--- src/plc_consts.svh ---
`ifndef PLC_CONSTS_SVH
`define PLC_CONSTS_SVH
// ----------------------------------------
// widths and depths
// ----------------------------------------
`define PLC_QDEPTH 4
`define PLC_CFG_WORDS 8
`define PLC_PIN 12
`define PLC_PTERMS 8
`define PLC_POUTS 4
// ----------------------------------------
// configuration word fields
// ----------------------------------------
`define PLC_F_FUNC 2:0
`define PLC_F_ASEL 3
`define PLC_F_BSEL 5:4
`define PLC_F_A0WR 7:6
`define PLC_F_A1WR 9:8
`define PLC_F_D0LD 10
`define PLC_F_D1LD 11
`define PLC_F_Q0CAP 12
`define PLC_F_Q0SRC 13
`define PLC_F_Q1CAP 14
`define PLC_F_Q1SRC 15
// ----------------------------------------
// bus register selects
// ----------------------------------------
`define PLC_R_AC0 3'h0
`define PLC_R_AC1 3'h1
`define PLC_R_DR0 3'h2
`define PLC_R_DR1 3'h3
`define PLC_R_Q0 3'h4
`define PLC_R_Q1 3'h5
// ----------------------------------------
// configuration port regions and fields
// ----------------------------------------
`define PLC_CR_RAM 3'h0
`define PLC_CR_PLA0 3'h1
`define PLC_CR_PLA1 3'h2
`define PLC_CR_OR 3'h3
`define PLC_CA_REGION 6:4
`define PLC_CA_WORD 2:0
`define PLC_CA_COMP 3
`define PLC_CA_ORARR 2
`define PLC_CA_OROUT 1:0
`define PLC_CD_MASK 11:0
`define PLC_CD_OR 7:0
`define PLC_CD_REG 8
// ----------------------------------------
// reset values and constants
// ----------------------------------------
`define PLC_ZERO8 8'h00
`define PLC_ZERO12 12'h000
`define PLC_ZERO16 16'h0000
`define PLC_ONE8 8'h01
`endif

--- src/plc_pkg.sv ---
package plc_pkg;
   // alu functions, selected per cycle by the active configuration word
   typedef enum logic [2:0] {
      PLC_FN_PASS, PLC_FN_INC, PLC_FN_DEC, PLC_FN_ADD,
      PLC_FN_SUB, PLC_FN_AND, PLC_FN_OR, PLC_FN_XOR
   } plc_alu_fn_t;
   // second operand source
   typedef enum logic [1:0] {
      PLC_B_DR0, PLC_B_DR1, PLC_B_AC0, PLC_B_AC1
   } plc_bsel_t;
   // accumulator write source
   typedef enum logic [1:0] {
      PLC_AW_HOLD, PLC_AW_ALU, PLC_AW_QUEUE
   } plc_accwr_t;
endpackage

--- src/plc_queue.sv ---
`timescale 1ns/1ns
// ----------------------------------------
// small synchronous queue, fall-through head
// ----------------------------------------
module plc_queue #(
   parameter int W = 8,
   parameter int DEPTH = 4
) (
   input wire logic sys_clk_i,
   input wire logic reset_i,
   input wire logic in_valid_i,
   output logic in_ready_o,
   input wire logic [W-1:0] in_data_i,
   output logic out_valid_o,
   input wire logic out_ready_i,
   output logic [W-1:0] out_data_o,
   output logic full_o,
   output logic empty_o
);
   localparam int AW = (DEPTH > 1) ? $clog2(DEPTH) : 1;
   localparam int CW = $clog2(DEPTH + 1);
   localparam logic [AW-1:0] LAST = AW'(DEPTH - 1);
   localparam logic [CW-1:0] FULLC = CW'(DEPTH);

   logic [W-1:0] mem_q [DEPTH];
   logic [AW-1:0] wr_q;
   logic [AW-1:0] rd_q;
   logic [CW-1:0] cnt_q;
   logic push;
   logic pop;

   // handshakes; a full queue refuses, an empty one offers nothing
   assign full_o = (cnt_q == FULLC);
   assign empty_o = (cnt_q == '0);
   assign in_ready_o = ~full_o;
   assign out_valid_o = ~empty_o;
   assign out_data_o = mem_q[rd_q];
   assign push = in_valid_i & in_ready_o;
   assign pop = out_valid_o & out_ready_i;

   // storage, no reset needed since count guards reads
   always_ff @(posedge sys_clk_i) begin
      if (push) begin
         mem_q[wr_q] <= in_data_i;
      end
   end

   // pointers wrap explicitly so odd depths work too
   always_ff @(posedge sys_clk_i) begin
      if (reset_i) begin
         wr_q <= '0;
         rd_q <= '0;
      end else begin
         if (push) begin
            wr_q <= (wr_q == LAST) ? '0 : wr_q + AW'(1);
         end
         if (pop) begin
            rd_q <= (rd_q == LAST) ? '0 : rd_q + AW'(1);
         end
      end
   end

   // occupancy
   always_ff @(posedge sys_clk_i) begin
      if (reset_i) begin
         cnt_q <= '0;
      end else begin
         cnt_q <= cnt_q + CW'(push) - CW'(pop);
      end
   end
endmodule // plc_queue

--- src/plc_cell.sv ---
`timescale 1ns/1ns
`include "plc_consts.svh"
// How it works
// - an 8-bit alu finishes each operation in one cycle, next to compare and condition logic.
// - the alu offers pass, increment, decrement, add, subtract, and, or and xor, no more.
// - two accumulators, two data registers and two queues all stay reachable from the bus.
// - each accumulator feeds the alu, takes its result and feeds the compare logic.
// - each data register feeds the alu and compares but is never written by the alu.
// - each queue talks to the bus, can load registers and can capture accumulator or alu data.
// - each queue holds at most four bytes.
// - eight 16-bit configuration words set the datapath function.
// - the active configuration word may change on every clock.
// - the configuration address comes from the routing side, which must drive it.
// - two logic arrays take routed inputs and give registered outputs, each optionally through an extra macrocell stage.
// - each array has twelve inputs feeding eight product terms.
// - each product term ands any of the inputs, true or complemented.
// - each output ors any of the eight terms, same width for every output.
// - firmware steers the cell with a run input and sees stall and queue status.
module plc_cell (
   input wire logic sys_clk_i,
   input wire logic reset_i,
   input wire logic run_i,
   input wire logic cfg_wr_i,
   input wire logic [6:0] cfg_addr_i,
   input wire logic [15:0] cfg_data_i,
   input wire logic bus_wr_i,
   input wire logic bus_rd_i,
   input wire logic [2:0] bus_sel_i,
   input wire logic [7:0] bus_wdata_i,
   output logic [7:0] bus_rdata_o,
   output logic bus_ack_o,
   output logic bus_err_o,
   input wire logic [2:0] seq_addr_i,
   input wire logic [11:0] route0_i,
   input wire logic [11:0] route1_i,
   output logic [3:0] array0_o,
   output logic [3:0] array1_o,
   output logic [7:0] alu_o,
   output logic [1:0] cmp_eq_o,
   output logic [1:0] cmp_lt_o,
   output logic [1:0] queue_full_o,
   output logic [1:0] queue_empty_o,
   output logic stall_o
);
   // ----------------------------------------
   // decode helpers
   // ----------------------------------------
   function automatic logic cfg_hit(input logic [6:0] a, input logic [2:0] region);
      cfg_hit = (a[`PLC_CA_REGION] == region);
   endfunction

   function automatic logic pterm(input logic [11:0] x, input logic [11:0] t,
                                  input logic [11:0] c);
      pterm = &((x | ~t) & (~x | ~c));
   endfunction

   // ----------------------------------------
   // state
   // ----------------------------------------
   logic [15:0] cfg_ram_q [`PLC_CFG_WORDS];
   logic [7:0] accumulator_q [2];
   logic [7:0] operand_register_q [2];
   logic [11:0] tmask_q [2][`PLC_PTERMS];
   logic [11:0] cmask_q [2][`PLC_PTERMS];
   logic [7:0] ormask_q [2][`PLC_POUTS];
   logic [3:0] regsel_q [2];
   logic [3:0] macro_q [2];
   logic [3:0] arr_out_q [2];
   logic [7:0] bus_rdata_q;
   logic bus_ack_q;
   logic bus_err_q;
   logic [7:0] alu_q;
   logic [1:0] cmp_eq_q;
   logic [1:0] cmp_lt_q;
   logic [1:0] qfull_q;
   logic [1:0] qempty_q;
   logic stall_q;

   // ----------------------------------------
   // combinational nets
   // ----------------------------------------
   logic [15:0] cur;
   plc_pkg::plc_alu_fn_t fn;
   plc_pkg::plc_bsel_t bsel;
   logic [1:0] awr [2];
   logic [7:0] src_a;
   logic [7:0] src_b;
   logic [7:0] alu_res;
   logic [1:0] need_ld;
   logic [1:0] need_cap;
   logic [1:0] q_full;
   logic [1:0] q_empty;
   logic [1:0] dp_push;
   logic [1:0] dp_pop;
   logic [1:0] bus_push;
   logic [1:0] bus_pop;
   logic [1:0] q_ready;
   logic [1:0] q_valid;
   logic [7:0] q_head [2];
   logic [7:0] cap_data [2];
   logic [11:0] pla_in [2];
   logic [7:0] terms [2];
   logic [3:0] sums [2];
   logic stall;
   logic advance;
   logic bus_wr;
   logic bus_rd;
   logic bad_sel;

   // ----------------------------------------
   // configuration selection
   // ----------------------------------------
   // address is sampled every cycle, so the routing side must hold it valid
   assign cur = cfg_ram_q[seq_addr_i];
   assign fn = plc_pkg::plc_alu_fn_t'(cur[`PLC_F_FUNC]);
   assign bsel = plc_pkg::plc_bsel_t'(cur[`PLC_F_BSEL]);
   assign awr[0] = cur[`PLC_F_A0WR];
   assign awr[1] = cur[`PLC_F_A1WR];

   // configuration ram writes
   always_ff @(posedge sys_clk_i) begin
      if (reset_i) begin
         for (int i = 0; i < `PLC_CFG_WORDS; i++) begin
            cfg_ram_q[i] <= `PLC_ZERO16;
         end
      end else if (cfg_wr_i && cfg_hit(cfg_addr_i, `PLC_CR_RAM)) begin
         cfg_ram_q[cfg_addr_i[`PLC_CA_WORD]] <= cfg_data_i;
      end
   end

   // ----------------------------------------
   // alu and operand muxes
   // ----------------------------------------
   assign src_a = cur[`PLC_F_ASEL] ? accumulator_q[1] : accumulator_q[0];

   // data registers and accumulators both usable as second operand
   always_comb begin
      src_b = operand_register_q[0];
      unique case (bsel)
         plc_pkg::PLC_B_DR0: src_b = operand_register_q[0];
         plc_pkg::PLC_B_DR1: src_b = operand_register_q[1];
         plc_pkg::PLC_B_AC0: src_b = accumulator_q[0];
         plc_pkg::PLC_B_AC1: src_b = accumulator_q[1];
      endcase
   end

   // single-cycle function, carry is dropped on purpose
   always_comb begin
      alu_res = src_a;
      unique case (fn)
         plc_pkg::PLC_FN_PASS: alu_res = src_a;
         plc_pkg::PLC_FN_INC: alu_res = src_a + `PLC_ONE8;
         plc_pkg::PLC_FN_DEC: alu_res = src_a - `PLC_ONE8;
         plc_pkg::PLC_FN_ADD: alu_res = src_a + src_b;
         plc_pkg::PLC_FN_SUB: alu_res = src_a - src_b;
         plc_pkg::PLC_FN_AND: alu_res = src_a & src_b;
         plc_pkg::PLC_FN_OR: alu_res = src_a | src_b;
         plc_pkg::PLC_FN_XOR: alu_res = src_a ^ src_b;
      endcase
   end

   // ----------------------------------------
   // queues
   // ----------------------------------------
   // the whole datapath waits rather than lose or invent a byte
   assign stall = |(need_ld & q_empty) | |(need_cap & q_full);
   assign advance = run_i & ~stall;
   assign bus_wr = bus_wr_i;
   assign bus_rd = bus_rd_i & ~bus_wr_i; // write wins a double request
   assign bad_sel = (bus_sel_i > `PLC_R_Q1);

   assign need_ld[0] = (awr[0] == plc_pkg::PLC_AW_QUEUE) | cur[`PLC_F_D0LD];
   assign need_ld[1] = (awr[1] == plc_pkg::PLC_AW_QUEUE) | cur[`PLC_F_D1LD];
   assign need_cap[0] = cur[`PLC_F_Q0CAP];
   assign need_cap[1] = cur[`PLC_F_Q1CAP];
   assign cap_data[0] = cur[`PLC_F_Q0SRC] ? alu_res : accumulator_q[0];
   assign cap_data[1] = cur[`PLC_F_Q1SRC] ? alu_res : accumulator_q[1];

   for (genvar i = 0; i < 2; i++) begin : g_queue
      logic [2:0] qsel;
      assign qsel = (i == 0) ? `PLC_R_Q0 : `PLC_R_Q1;
      assign dp_push[i] = need_cap[i] & advance;
      assign dp_pop[i] = need_ld[i] & advance;
      // datapath owns the port in a shared cycle; bus is refused
      assign bus_push[i] = bus_wr & (bus_sel_i == qsel) & q_ready[i] & ~dp_push[i];
      assign bus_pop[i] = bus_rd & (bus_sel_i == qsel) & q_valid[i] & ~dp_pop[i];

      plc_queue #(
         .W(8),
         .DEPTH(`PLC_QDEPTH)
      ) u_queue (
         .sys_clk_i(sys_clk_i),
         .reset_i(reset_i),
         .in_valid_i(dp_push[i] | bus_push[i]),
         .in_ready_o(q_ready[i]),
         .in_data_i(dp_push[i] ? cap_data[i] : bus_wdata_i),
         .out_valid_o(q_valid[i]),
         .out_ready_i(dp_pop[i] | bus_pop[i]),
         .out_data_o(q_head[i]),
         .full_o(q_full[i]),
         .empty_o(q_empty[i])
      );
   end

   // ----------------------------------------
   // working registers
   // ----------------------------------------
   for (genvar i = 0; i < 2; i++) begin : g_regs
      logic [2:0] asel;
      logic [2:0] dsel;
      logic dld;
      assign asel = (i == 0) ? `PLC_R_AC0 : `PLC_R_AC1;
      assign dsel = (i == 0) ? `PLC_R_DR0 : `PLC_R_DR1;
      assign dld = (i == 0) ? cur[`PLC_F_D0LD] : cur[`PLC_F_D1LD];

      // accumulator: firmware write has priority over the datapath
      always_ff @(posedge sys_clk_i) begin
         if (reset_i) begin
            accumulator_q[i] <= `PLC_ZERO8;
         end else if (bus_wr && bus_sel_i == asel) begin
            accumulator_q[i] <= bus_wdata_i;
         end else if (advance) begin
            unique case (awr[i])
               plc_pkg::PLC_AW_ALU: accumulator_q[i] <= alu_res;
               plc_pkg::PLC_AW_QUEUE: accumulator_q[i] <= q_head[i];
               default: accumulator_q[i] <= accumulator_q[i];
            endcase
         end
      end

      // data register: only firmware or its queue load it
      always_ff @(posedge sys_clk_i) begin
         if (reset_i) begin
            operand_register_q[i] <= `PLC_ZERO8;
         end else if (bus_wr && bus_sel_i == dsel) begin
            operand_register_q[i] <= bus_wdata_i;
         end else if (advance && dld) begin
            operand_register_q[i] <= q_head[i];
         end
      end

      // compare accumulator against its data register every cycle
      always_ff @(posedge sys_clk_i) begin
         if (reset_i) begin
            cmp_eq_q[i] <= 1'b0;
            cmp_lt_q[i] <= 1'b0;
         end else begin
            cmp_eq_q[i] <= (accumulator_q[i] == operand_register_q[i]);
            cmp_lt_q[i] <= (accumulator_q[i] < operand_register_q[i]);
         end
      end
   end

   // ----------------------------------------
   // bus answer
   // ----------------------------------------
   // one-cycle ack or err after each access; reads of queues pop them
   always_ff @(posedge sys_clk_i) begin
      if (reset_i) begin
         bus_rdata_q <= `PLC_ZERO8;
         bus_ack_q <= 1'b0;
         bus_err_q <= 1'b0;
      end else begin
         bus_ack_q <= 1'b0;
         bus_err_q <= 1'b0;
         if (bus_wr) begin
            if (bad_sel || (bus_sel_i >= `PLC_R_Q0 && !(|bus_push))) begin
               bus_err_q <= 1'b1;
            end else begin
               bus_ack_q <= 1'b1;
            end
         end else if (bus_rd) begin
            bus_rdata_q <= `PLC_ZERO8;
            if (bad_sel || (bus_sel_i >= `PLC_R_Q0 && !(|bus_pop))) begin
               bus_err_q <= 1'b1;
            end else begin
               bus_ack_q <= 1'b1;
               unique case (bus_sel_i)
                  `PLC_R_AC0: bus_rdata_q <= accumulator_q[0];
                  `PLC_R_AC1: bus_rdata_q <= accumulator_q[1];
                  `PLC_R_DR0: bus_rdata_q <= operand_register_q[0];
                  `PLC_R_DR1: bus_rdata_q <= operand_register_q[1];
                  `PLC_R_Q0: bus_rdata_q <= q_head[0];
                  default: bus_rdata_q <= q_head[1];
               endcase
            end
         end
      end
   end

   // status seen by firmware, one cycle behind the queues
   always_ff @(posedge sys_clk_i) begin
      if (reset_i) begin
         qfull_q <= 2'h0;
         qempty_q <= 2'h3;
         stall_q <= 1'b0;
         alu_q <= `PLC_ZERO8;
      end else begin
         qfull_q <= q_full;
         qempty_q <= q_empty;
         stall_q <= run_i & stall;
         alu_q <= alu_res;
      end
   end

   // ----------------------------------------
   // logic arrays
   // ----------------------------------------
   assign pla_in[0] = route0_i;
   assign pla_in[1] = route1_i;

   // array programming: true mask, complement mask, or-mask and register select
   always_ff @(posedge sys_clk_i) begin
      if (reset_i) begin
         for (int a = 0; a < 2; a++) begin
            for (int t = 0; t < `PLC_PTERMS; t++) begin
               tmask_q[a][t] <= `PLC_ZERO12;
               cmask_q[a][t] <= `PLC_ZERO12;
            end
            for (int o = 0; o < `PLC_POUTS; o++) begin
               ormask_q[a][o] <= `PLC_ZERO8;
            end
            regsel_q[a] <= 4'h0;
         end
      end else if (cfg_wr_i) begin
         for (int a = 0; a < 2; a++) begin
            if (cfg_hit(cfg_addr_i, (a == 0) ? `PLC_CR_PLA0 : `PLC_CR_PLA1)) begin
               if (cfg_addr_i[`PLC_CA_COMP]) begin
                  cmask_q[a][cfg_addr_i[`PLC_CA_WORD]] <= cfg_data_i[`PLC_CD_MASK];
               end else begin
                  tmask_q[a][cfg_addr_i[`PLC_CA_WORD]] <= cfg_data_i[`PLC_CD_MASK];
               end
            end
         end
         if (cfg_hit(cfg_addr_i, `PLC_CR_OR)) begin
            ormask_q[cfg_addr_i[`PLC_CA_ORARR]][cfg_addr_i[`PLC_CA_OROUT]] <=
               cfg_data_i[`PLC_CD_OR];
            regsel_q[cfg_addr_i[`PLC_CA_ORARR]][cfg_addr_i[`PLC_CA_OROUT]] <=
               cfg_data_i[`PLC_CD_REG];
         end
      end
   end

   // sum of products; an empty term mask gives a true term, an empty or-mask a zero
   for (genvar a = 0; a < 2; a++) begin : g_pla
      for (genvar t = 0; t < `PLC_PTERMS; t++) begin : g_term
         assign terms[a][t] = pterm(pla_in[a], tmask_q[a][t], cmask_q[a][t]);
      end
      for (genvar o = 0; o < `PLC_POUTS; o++) begin : g_out
         assign sums[a][o] = |(terms[a] & ormask_q[a][o]);
      end

      // registered mode adds a macrocell stage ahead of the output flop
      always_ff @(posedge sys_clk_i) begin
         if (reset_i) begin
            macro_q[a] <= 4'h0;
            arr_out_q[a] <= 4'h0;
         end else begin
            macro_q[a] <= sums[a];
            arr_out_q[a] <= (regsel_q[a] & macro_q[a]) | (~regsel_q[a] & sums[a]);
         end
      end
   end

   // ----------------------------------------
   // outputs
   // ----------------------------------------
   assign bus_rdata_o = bus_rdata_q;
   assign bus_ack_o = bus_ack_q;
   assign bus_err_o = bus_err_q;
   assign alu_o = alu_q;
   assign cmp_eq_o = cmp_eq_q;
   assign cmp_lt_o = cmp_lt_q;
   assign queue_full_o = qfull_q;
   assign queue_empty_o = qempty_q;
   assign stall_o = stall_q;
   assign array0_o = arr_out_q[0];
   assign array1_o = arr_out_q[1];
endmodule // plc_cell

--- config.mk ---
export PLATFORM = sky130hd
export DESIGN_NAME = plc_cell
export DESIGN_NICKNAME = d
export VERILOG_FILES = /design/src/plc_pkg.sv /design/src/plc_queue.sv /design/src/plc_cell.sv
export VERILOG_INCLUDE_DIRS = /design/src
export SDC_FILE = /design/constraint.sdc
export NUM_CORES = 1
export LEC_CHECK = 0
export ABC_AREA = 1
export BUFFER_PORTS_ARGS = -buffer_cell sky130_fd_sc_hd__buf_2
export CAP_MARGIN = 40
export CORE_ASPECT_RATIO = 1.4
export CORE_MARGIN = 4
export CORE_UTILIZATION = 25
export CTS_CLUSTER_SIZE = 25
export DETAILED_ROUTE_END_ITERATION = 12
export GPL_TIMING_DRIVEN = 0
export PLACE_DENSITY = 0.42
export RECOVER_POWER = 25
export SLEW_MARGIN = 20
export SYNTH_ARGS = -nofsm -noshare
export SYNTH_HDL_FRONTEND = slang
export SYNTH_SLANG_ARGS = --single-unit
--- constraint.sdc ---
create_clock -name sys_clk_i -period 3.89 [get_ports sys_clk_i]
set_input_delay 0.389 -clock sys_clk_i [delete_from_list [all_inputs] [get_ports sys_clk_i]]
set_output_delay 0.389 -clock sys_clk_i [all_outputs]
set_load 0.05 [all_outputs]
### After elaboration in Yosys (flattened, before gate mapping)

Memories as Yosys holds them, arrays and structs flattened. A register that Yosys moved wholly into a read port is not among the register bits.
Cells that the tools add are included.

* $add $sub $neg: 12
* magnitude comparators: 10
* equality and inequality tests: 30
* muxes and demuxes: 523
* bitwise operators: 545
* reductions and logical operators: 56

Operators by type and width (count)
* 2-to-1 mux 1 bit: 473
* NOT 12 bit: 34
* bitwise OR 1 bit: 407
* 2-to-1 mux 96 bit: 4
* bitwise OR 12 bit: 32
* bitwise AND 12 bit: 16
* AND reduction 12 bit: 16
* 2-to-1 mux 8 bit: 19
* 2-to-1 mux 32 bit: 3
* bitwise AND 8 bit: 9
* case mux 8 bit (8 select lines): 1
* OR reduction 8 bit: 8
* case mux 8 bit (5 select lines): 1
* demux 12 bit (select 3 bit): 1
* case mux 8 bit (4 select lines): 1
* OR reduction 32 bit: 1
* 2-to-1 mux 4 bit: 7
* == test 3 bit, second input constant: 8
* bitwise AND 1 bit: 23
* == test 3 x 2 -> 1 bit, second input constant: 6
* bitwise AND 4 bit: 4
* demux 8 bit (select 2 bit): 1
* == test 2 bit, second input constant: 8
* == test 8 bit: 2
* 39 further kinds: 91

* register bits: 41
* RAM bits: 696
* bits of input ports: 67
* logic and storage cells: 1204
* memories kept: 11

Memories
* cmask_q: words 2, width 96, read ports 2, clocked after Yosys merged registers in 0, wr ports 2, line plc_cell.sv:64 `` logic [11:0] cmask_q [2][`PLC_PTERMS]; ``
* tmask_q: words 2, width 96, read ports 2, clocked after Yosys merged registers in 0, wr ports 2, line plc_cell.sv:63 `` logic [11:0] tmask_q [2][`PLC_PTERMS]; ``
* cfg_ram_q: words 8, width 16, read ports 1, clocked after Yosys merged registers in 0, wr ports 8, line plc_cell.sv:60 `` logic [15:0] cfg_ram_q [`PLC_CFG_WORDS]; ``
* ormask_q: words 2, width 32, read ports 2, clocked after Yosys merged registers in 0, wr ports 2, line plc_cell.sv:65 `` logic [7:0] ormask_q [2][`PLC_POUTS]; ``
* g_queue[0].u_queue.mem_q: words 4, width 8, read ports 1, clocked after Yosys merged registers in 1, wr ports 1, line plc_queue.sv:25 `logic [W-1:0] mem_q [DEPTH];`
* g_queue[1].u_queue.mem_q: words 4, width 8, read ports 1, clocked after Yosys merged registers in 1, wr ports 1, line plc_queue.sv:25
* 5 more memories

### Depth between registers and ports, before layout

An unclocked memory read counts as a cell.

* depth in word-level cells: 18
* mapped depth: 37

### Modules after synthesis

From an unflattened synthesis, not the netlist that was laid out.

* cells, all modules: 3251
* area, all modules: 33826.2 sq um

By module, submodules not included
* plc_cell: times used 1, cells each 2955, area each 30412.9 sq um, seq. area each 19358.6 sq um
* plc_queue: times used 2, cells each 148, area each 1706.6 sq um, seq. area each 1141.1 sq um

### Worst setup path after synthesis

OpenSTA, ideal clock, no wires.

* path type: in2reg
* start point: input port seq_addr_i[0]
* end point: register g_queue[0].u_queue.cnt_q[2]
* library setup time: 0.070 ns
* data arrival time: 4.035 ns
* data required time: 3.820 ns
* setup slack: -0.215 ns
* cell stages on the path: 29
* cell sequence: inv_2 buf_4 buf_2 clkbuf_1 clkbuf_1 nor2_1 o22ai_1 inv_1 o21ai_0 inv_1 ha_1 or2_1 nand2_1 nand2_1 nor2_2 nand2_2 inv_4 nand2_1 inv_1 nor2_1 inv_1 ha_1 inv_1 ha_1 inv_1 fa_1 inv_1 o21ai_0 a21oi_1

RTL lines
* start, declared: line plc_cell.sv:33 `input wire logic [2:0] seq_addr_i,`
* memory (8 x 16 bit) *
* == test 2 bit (on tied branches): line plc_cell.sv:172, plc_cell.sv:173
* bitwise OR 1 bit (on tied branches): line plc_cell.sv:172, plc_cell.sv:173
* bitwise AND 2 bit: line plc_cell.sv:166 `assign stall = |(need_ld & q_empty) | |(need_cap & q_full);`
* OR reduction 2 bit: line plc_cell.sv:166
* bitwise OR 1 bit: line plc_cell.sv:166
* NOT 1 bit: line plc_cell.sv:167 `assign advance = run_i & ~stall;`
* bitwise AND 1 bit: line plc_cell.sv:167
* bitwise AND 1 bit *: line plc_cell.sv:183 `assign dp_pop[i] = need_ld[i] & advance;`
* NOT 1 bit: line plc_cell.sv:186 `assign bus_pop[i] = bus_rd & (bus_sel_i == qsel) & q_valid[i] & ~dp_pop[i];`
* bitwise AND 1 bit: line plc_cell.sv:186
* bitwise OR 1 bit *: line plc_cell.sv:198 `.out_ready_i(dp_pop[i] | bus_pop[i]),`
* bitwise AND 1 bit *: line plc_queue.sv:39 `assign pop = out_valid_o & out_ready_i;`
* net g_queue[0].u_queue.pop: line plc_queue.sv:30 `logic pop;`
* subtractor 3 x 1 -> 3 bit *: line plc_queue.sv:68 `cnt_q <= cnt_q + CW'(push) - CW'(pop);`
* end signal, assigned: line plc_queue.sv:68
* end, declared: line plc_queue.sv:28 `logic [CW-1:0] cnt_q;`

The timed path passes the listed nets; every way through them passes the cells marked *.
A chain may end at the register's enable or synchronous reset.

### Worst setup path after layout

* start point: memory cfg_ram_q[0][5]
* end point: memory g_queue[1].u_queue.mem_q[3][7] (data pin)

* longest elaborated chain between the ends: 7

RTL lines
* start, declared: line plc_cell.sv:60
* memory (8 x 16 bit) *
* == test 2 bit (tied with other cells): line plc_cell.sv:139 `unique case (bsel)`
* case mux 8 bit (4 select lines) *: line plc_cell.sv:139
* subtractor 8 bit (tied with other cells): line plc_cell.sv:155 `plc_pkg::PLC_FN_SUB: alu_res = src_a - src_b;`
* case mux 8 bit (8 select lines) *: line plc_cell.sv:150 `unique case (fn)`
* 2-to-1 mux 8 bit *: line plc_cell.sv:177 `` assign cap_data[1] = cur[`PLC_F_Q1SRC] ? alu_res : accumulator_q[1]; ``
* 2-to-1 mux 8 bit *: line plc_cell.sv:196 `.in_data_i(dp_push[i] ? cap_data[i] : bus_wdata_i),`
* net g_queue[1].u_queue.in_data_i[7]: line plc_queue.sv:13 `input wire logic [W-1:0] in_data_i,`
* end, declared: line plc_queue.sv:25

Marks and branches as above.

==> results.md <==
Drt:
- In the final routed layout, each cell accounts on average for 24.3 um.
- After detailed routing, the met3 layer carries 5.81 mm of wire.
- The total detailed-routing wirelength is 130 mm.
- The uppermost signal routing layer after detailed routing is met5.
- Detailed routing placed a total of 68.3 mm of wire on met2.
- For this block, wires on met1 add up to 49.8 mm.
- The count of nets left with antenna violations once routing finished came out at 0.
- The number of vias per cell is 4.69.
- The residual DRC count is 0.
- The first TritonRoute pass finished after 6 iterations.
- The detailed router's first-iteration violation count is 2,007.
- The detailed-route via count is 25,000.

Hold path:
- In this run the worst hold path is classified as in -> reg.
- Along the worst hold path, the cell count comes to 3.

Placement:
- The count of buffers added on input and output ports is 76.
- The half-perimeter wire length after placement is 95.2 mm.
- The post-placement worst setup slack is -1.53 ns.
- The instance count after placement with tap cells included is 5,143.
- The global placer's final weighted congestion is 0.863.

Synthesis:
- The most used flip-flop cell after synthesis is edfxtp_1.
- The part of the Yosys area used for sequential elements is 64.4%.
- The average cell area after synthesis is 10.4 um2.
- The post-synth net total is 3,355.
- The mapped netlist covers 33,600 um2.
- The number of enable flip-flop cells after synthesis is 680.
- In this run, distinct cell masters in the synthesized netlist total 63.
- Synthesis handed over a netlist of 3,232 instances.
- The share of synthesized flip-flops with an asynchronous set or reset is 0%.
- Yosys printed 0 warnings.
- The synthesis-stage register bit count is 741.

Global routing:
- The number of global-route vias before repair came to 25,200.
- Entering global routing, the biggest net connects 17 pins.
- The wire length of the first global-routing pass is 182 mm.
- The leftover overflow at the end of global routing is 0.
- The initial antenna violation count is 4.
- The total global-route track usage is 17.9%.

STA:
- The actual transition at the worst max-transition pin is 1.37 ns.
- After layout, the worst setup slack is 0.0491 ns.
- Between clock sinks in the finished design, the worst skew comes to 0.0247 ns.
- Setup repair after global routing could not meet its margin everywhere.
- Measured against its own limit, the worst slew margin works out to 8.51%.
- The final-report setup violation count is 0.
- The final critical delay including setup and external delays is 3.84 ns.
- The number of max-slew violations in the final report was 0.
- The highest clock frequency the design can meet is 0.260 GHz.
- The final hold violation count is 0.
- Dividing the final minimum period by the clock period gives 98.7%.

Floorplanning:
- The initial core utilization is 25.3%.
- The floorplan has 158 rows.
- The floorplan step defined a die boundary enclosing 140,000 um2.
- The height of the die is 442 um.
- The chip width is 318 um.
- The boundary pin count is 102.
- The floorplan step defined a core boundary enclosing 133,000 um2.

Setup path:
- For the worst setup path, the data required time is 4.27 ns.
- The maximum fanout along the worst path is 6.
- The largest stage delay on the critical path is 0.37 ns.
- The path depth of the worst reg2reg path is 31.
- The nature of the critical path endpoint is a register.
- The type of origin of the critical path is a register.
- The kind of critical path is reg -> reg.
- Counting stages on the worst path, the most repeated cell is nand2_1.
- The arrival time of the worst setup path is 4.22 ns.
- For this design, the slowest cell found on the critical path is edfxtp_1.

Layout:
- The fraction of final layout cells with drive strength greater than 1 is 14.3%.
- The final net count is 3,629.
- The layout-stage area growth over the synthesis result is 20.8%.
- The count of cells in the finished layout, fillers not included, comes to 5,336.
- Cells fill 30.5% of the core in the end.

Clock tree:
- Clock-pin slew was measured on the worst setup and hold paths at 0.06 ns.
- The number of CTS-inserted buffers is 81.
- The H-tree level count is 3.
- The tree built by TritonCTS fans out to 741 sinks.
- The later pin in the worst-skew pair is clocked with a latency of 0.68 ns.
- CTS placed an instance of clkbuf_16 at the clock tree root.
- The CTS tree is yes.
- The maximum buffer depth of the clock tree is 3.

Pwr:
- The worst IR drop on VDD is 0.262 mV.
- Summed over all cells, the static leakage comes to 15.4 nW.
- The power density relative to cell area is 516 nW/um2.

Status:
- The flow ran to the end, and the final reports show no timing, DRC or antenna violations.

Flow run:
- The tool flagged a number of max-cap violations equal to 0.
[synthesized netlist by cell type (36+ instances only)]
master,n,share of area [%]
nor2_1,768,8.6
edfxtp_1,680,61
nand2_1,522,5.8
inv_1,247,2.8
clkbuf_1,145,1.6
o21ai_0,112,1.7
a21oi_1,97,1.4
o22ai_1,63,1.2
dfxtp_1,61,3.6
nand3_1,56,0.83
ha_1,53,2.0
mux2_2,43,1.4
nand4_1,36,0.67
[registers in the layout, indices dropped and copies added (netlist names), 2 cells and up, named ones only]
register and cells:
cmp_lt_o 2, arr_out_q 8, bus_rdata_o 8, macro_q 8, queue_full_o 2, accumulator_q 16
cfg_ram_q 128, cmp_eq_o 2, regsel_q 8, ormask_q 64, tmask_q 192, g_queue.u_queue.wr_q 4
g_queue.u_queue.mem_q 64, g_queue.u_queue.cnt_q 6, g_queue.u_queue.rd_q 4, cmask_q 192, alu_o 8, operand_register_q 16
queue_empty_o 2
[critical path, delay by kind of cell (launching register included)]
kind / cells / cell delay (ns)
simple gates: 16 / 1.28
buf+inv: 5 / 0.44
flops: 1 / 0.37
xor+xnor: 1 / 0.20
compound gates: 8 / 0.99
fa+ha+maj: 1 / 0.26
[cell type report]
| cell class | count | area [um2] |
|---|---|---|
| tap | 1760 | 2200 |
| multi-input combinational | 2044 | 10600 |
| sequential | 741 | 21600 |
| clock inverter | 38 | 389 |
| antenna | 2 | 5.00 |
| inverter | 281 | 1070 |
| timing repair buffer | 191 | 1570 |
| buffer | 166 | 816 |
| fill | 13800 | 92400 |
| clock buffer | 113 | 2300 |
[repair_timing]
action | CTS | global route
hold buffers | 0 | 0
setup endpoints to repair | 180 | 98
pin swaps | 30 | 33
setup buffers | 19 | 13
resized for setup | 82 | 55
[per-layer routing]
layer,GRT usage [%],vias up
met3,2.30,216
met1,20.3,12500
li1,-,11700
met5,0,-
met4,7.42,2
met2,33.5,695
[path summary, 6_finish.rpt]
check        slack, ns       startpoint                        endpoint
min reg2reg       0.47   bus_rdata_o[1]                  bus_rdata_o[1]
min               0.12            run_i                         stall_o
max               0.05  cfg_ram_q[0][5]  g_queue[1].u_queue.mem_q[3][7]
max reg2reg       0.05  cfg_ram_q[0][5]  g_queue[1].u_queue.mem_q[3][7]
[kinds of logic (layout without fill, tap and decap cells)]
| family | count (synthesis) | in the layout | share of synthesized area, % |
|---|---|---|---|
| other cells | 0 | 2 | 0 |
| mux | 51 | 51 | 1.68 |
| simple gates | 1475 | 1475 | 17.9 |
| compound gates | 456 | 456 | 8.57 |
| flops | 741 | 741 | 64.4 |
| buf+inv | 447 | 789 | 5.22 |
| xor+xnor | 6 | 6 | 0.156 |
| fa+ha+maj | 56 | 56 | 2.15 |
[layout by cell type (no fill, tap or decap), types with 14 or more instances in the layout]
| cell | Yosys | layout |
|---|---|---|
| nor2_1 | 768 | 758 |
| edfxtp_1 | 680 | 680 |
| nand2_1 | 522 | 508 |
| inv_1 | 247 | 244 |
| clkbuf_1 | 145 | 181 |
| o21ai_0 | 112 | 99 |
| a21oi_1 | 97 | 90 |
| clkbuf_16 | 0 | 83 |
| buf_6 | 7 | 61 |
| dfxtp_1 | 61 | 61 |
| o22ai_1 | 63 | 54 |
| buf_2 | 8 | 52 |
| ha_1 | 53 | 52 |
| nand3_1 | 56 | 43 |
| mux2_2 | 43 | 43 |
| o21ai_1 | 34 | 40 |
| buf_4 | 3 | 36 |
| nand4_1 | 36 | 36 |
| nor4_1 | 26 | 27 |
| inv_2 | 25 | 26 |
| nand2_2 | 20 | 25 |
| a22o_1 | 25 | 25 |
| a221oi_1 | 24 | 24 |
| nor3_1 | 19 | 19 |
| clkbuf_2 | 0 | 17 |
| nand3_2 | 3 | 16 |
| a22oi_1 | 16 | 16 |
| buf_8 | 0 | 15 |
| clkinv_1 | 8 | 15 |
| clkinv_2 | 0 | 14 |
[power breakdown]
group | switching [mW] | leakage [nW] | internal, mW
clock network | 3.39 | 1.32 | 4.56
registers | 0.247 | 6.96 | 9.26
logic | 2.47 | 7.16 | 1.03
[metrics by stage]
step	total power [mW]	hold slack [ns]	TNS [ns]	cell area, um2
global route	21.7	0.104	-4.83	40600
global placement	12.8	0.456	-582.22	36200
floorplan	11.5	0.440	0	33600
finish	21.0	0.116	0	40600
detailed placement	12.9	0.461	-258.03	37200
CTS	21.0	0.0672	0	40300
No activity file was read; power rests on OpenSTA's default activity.
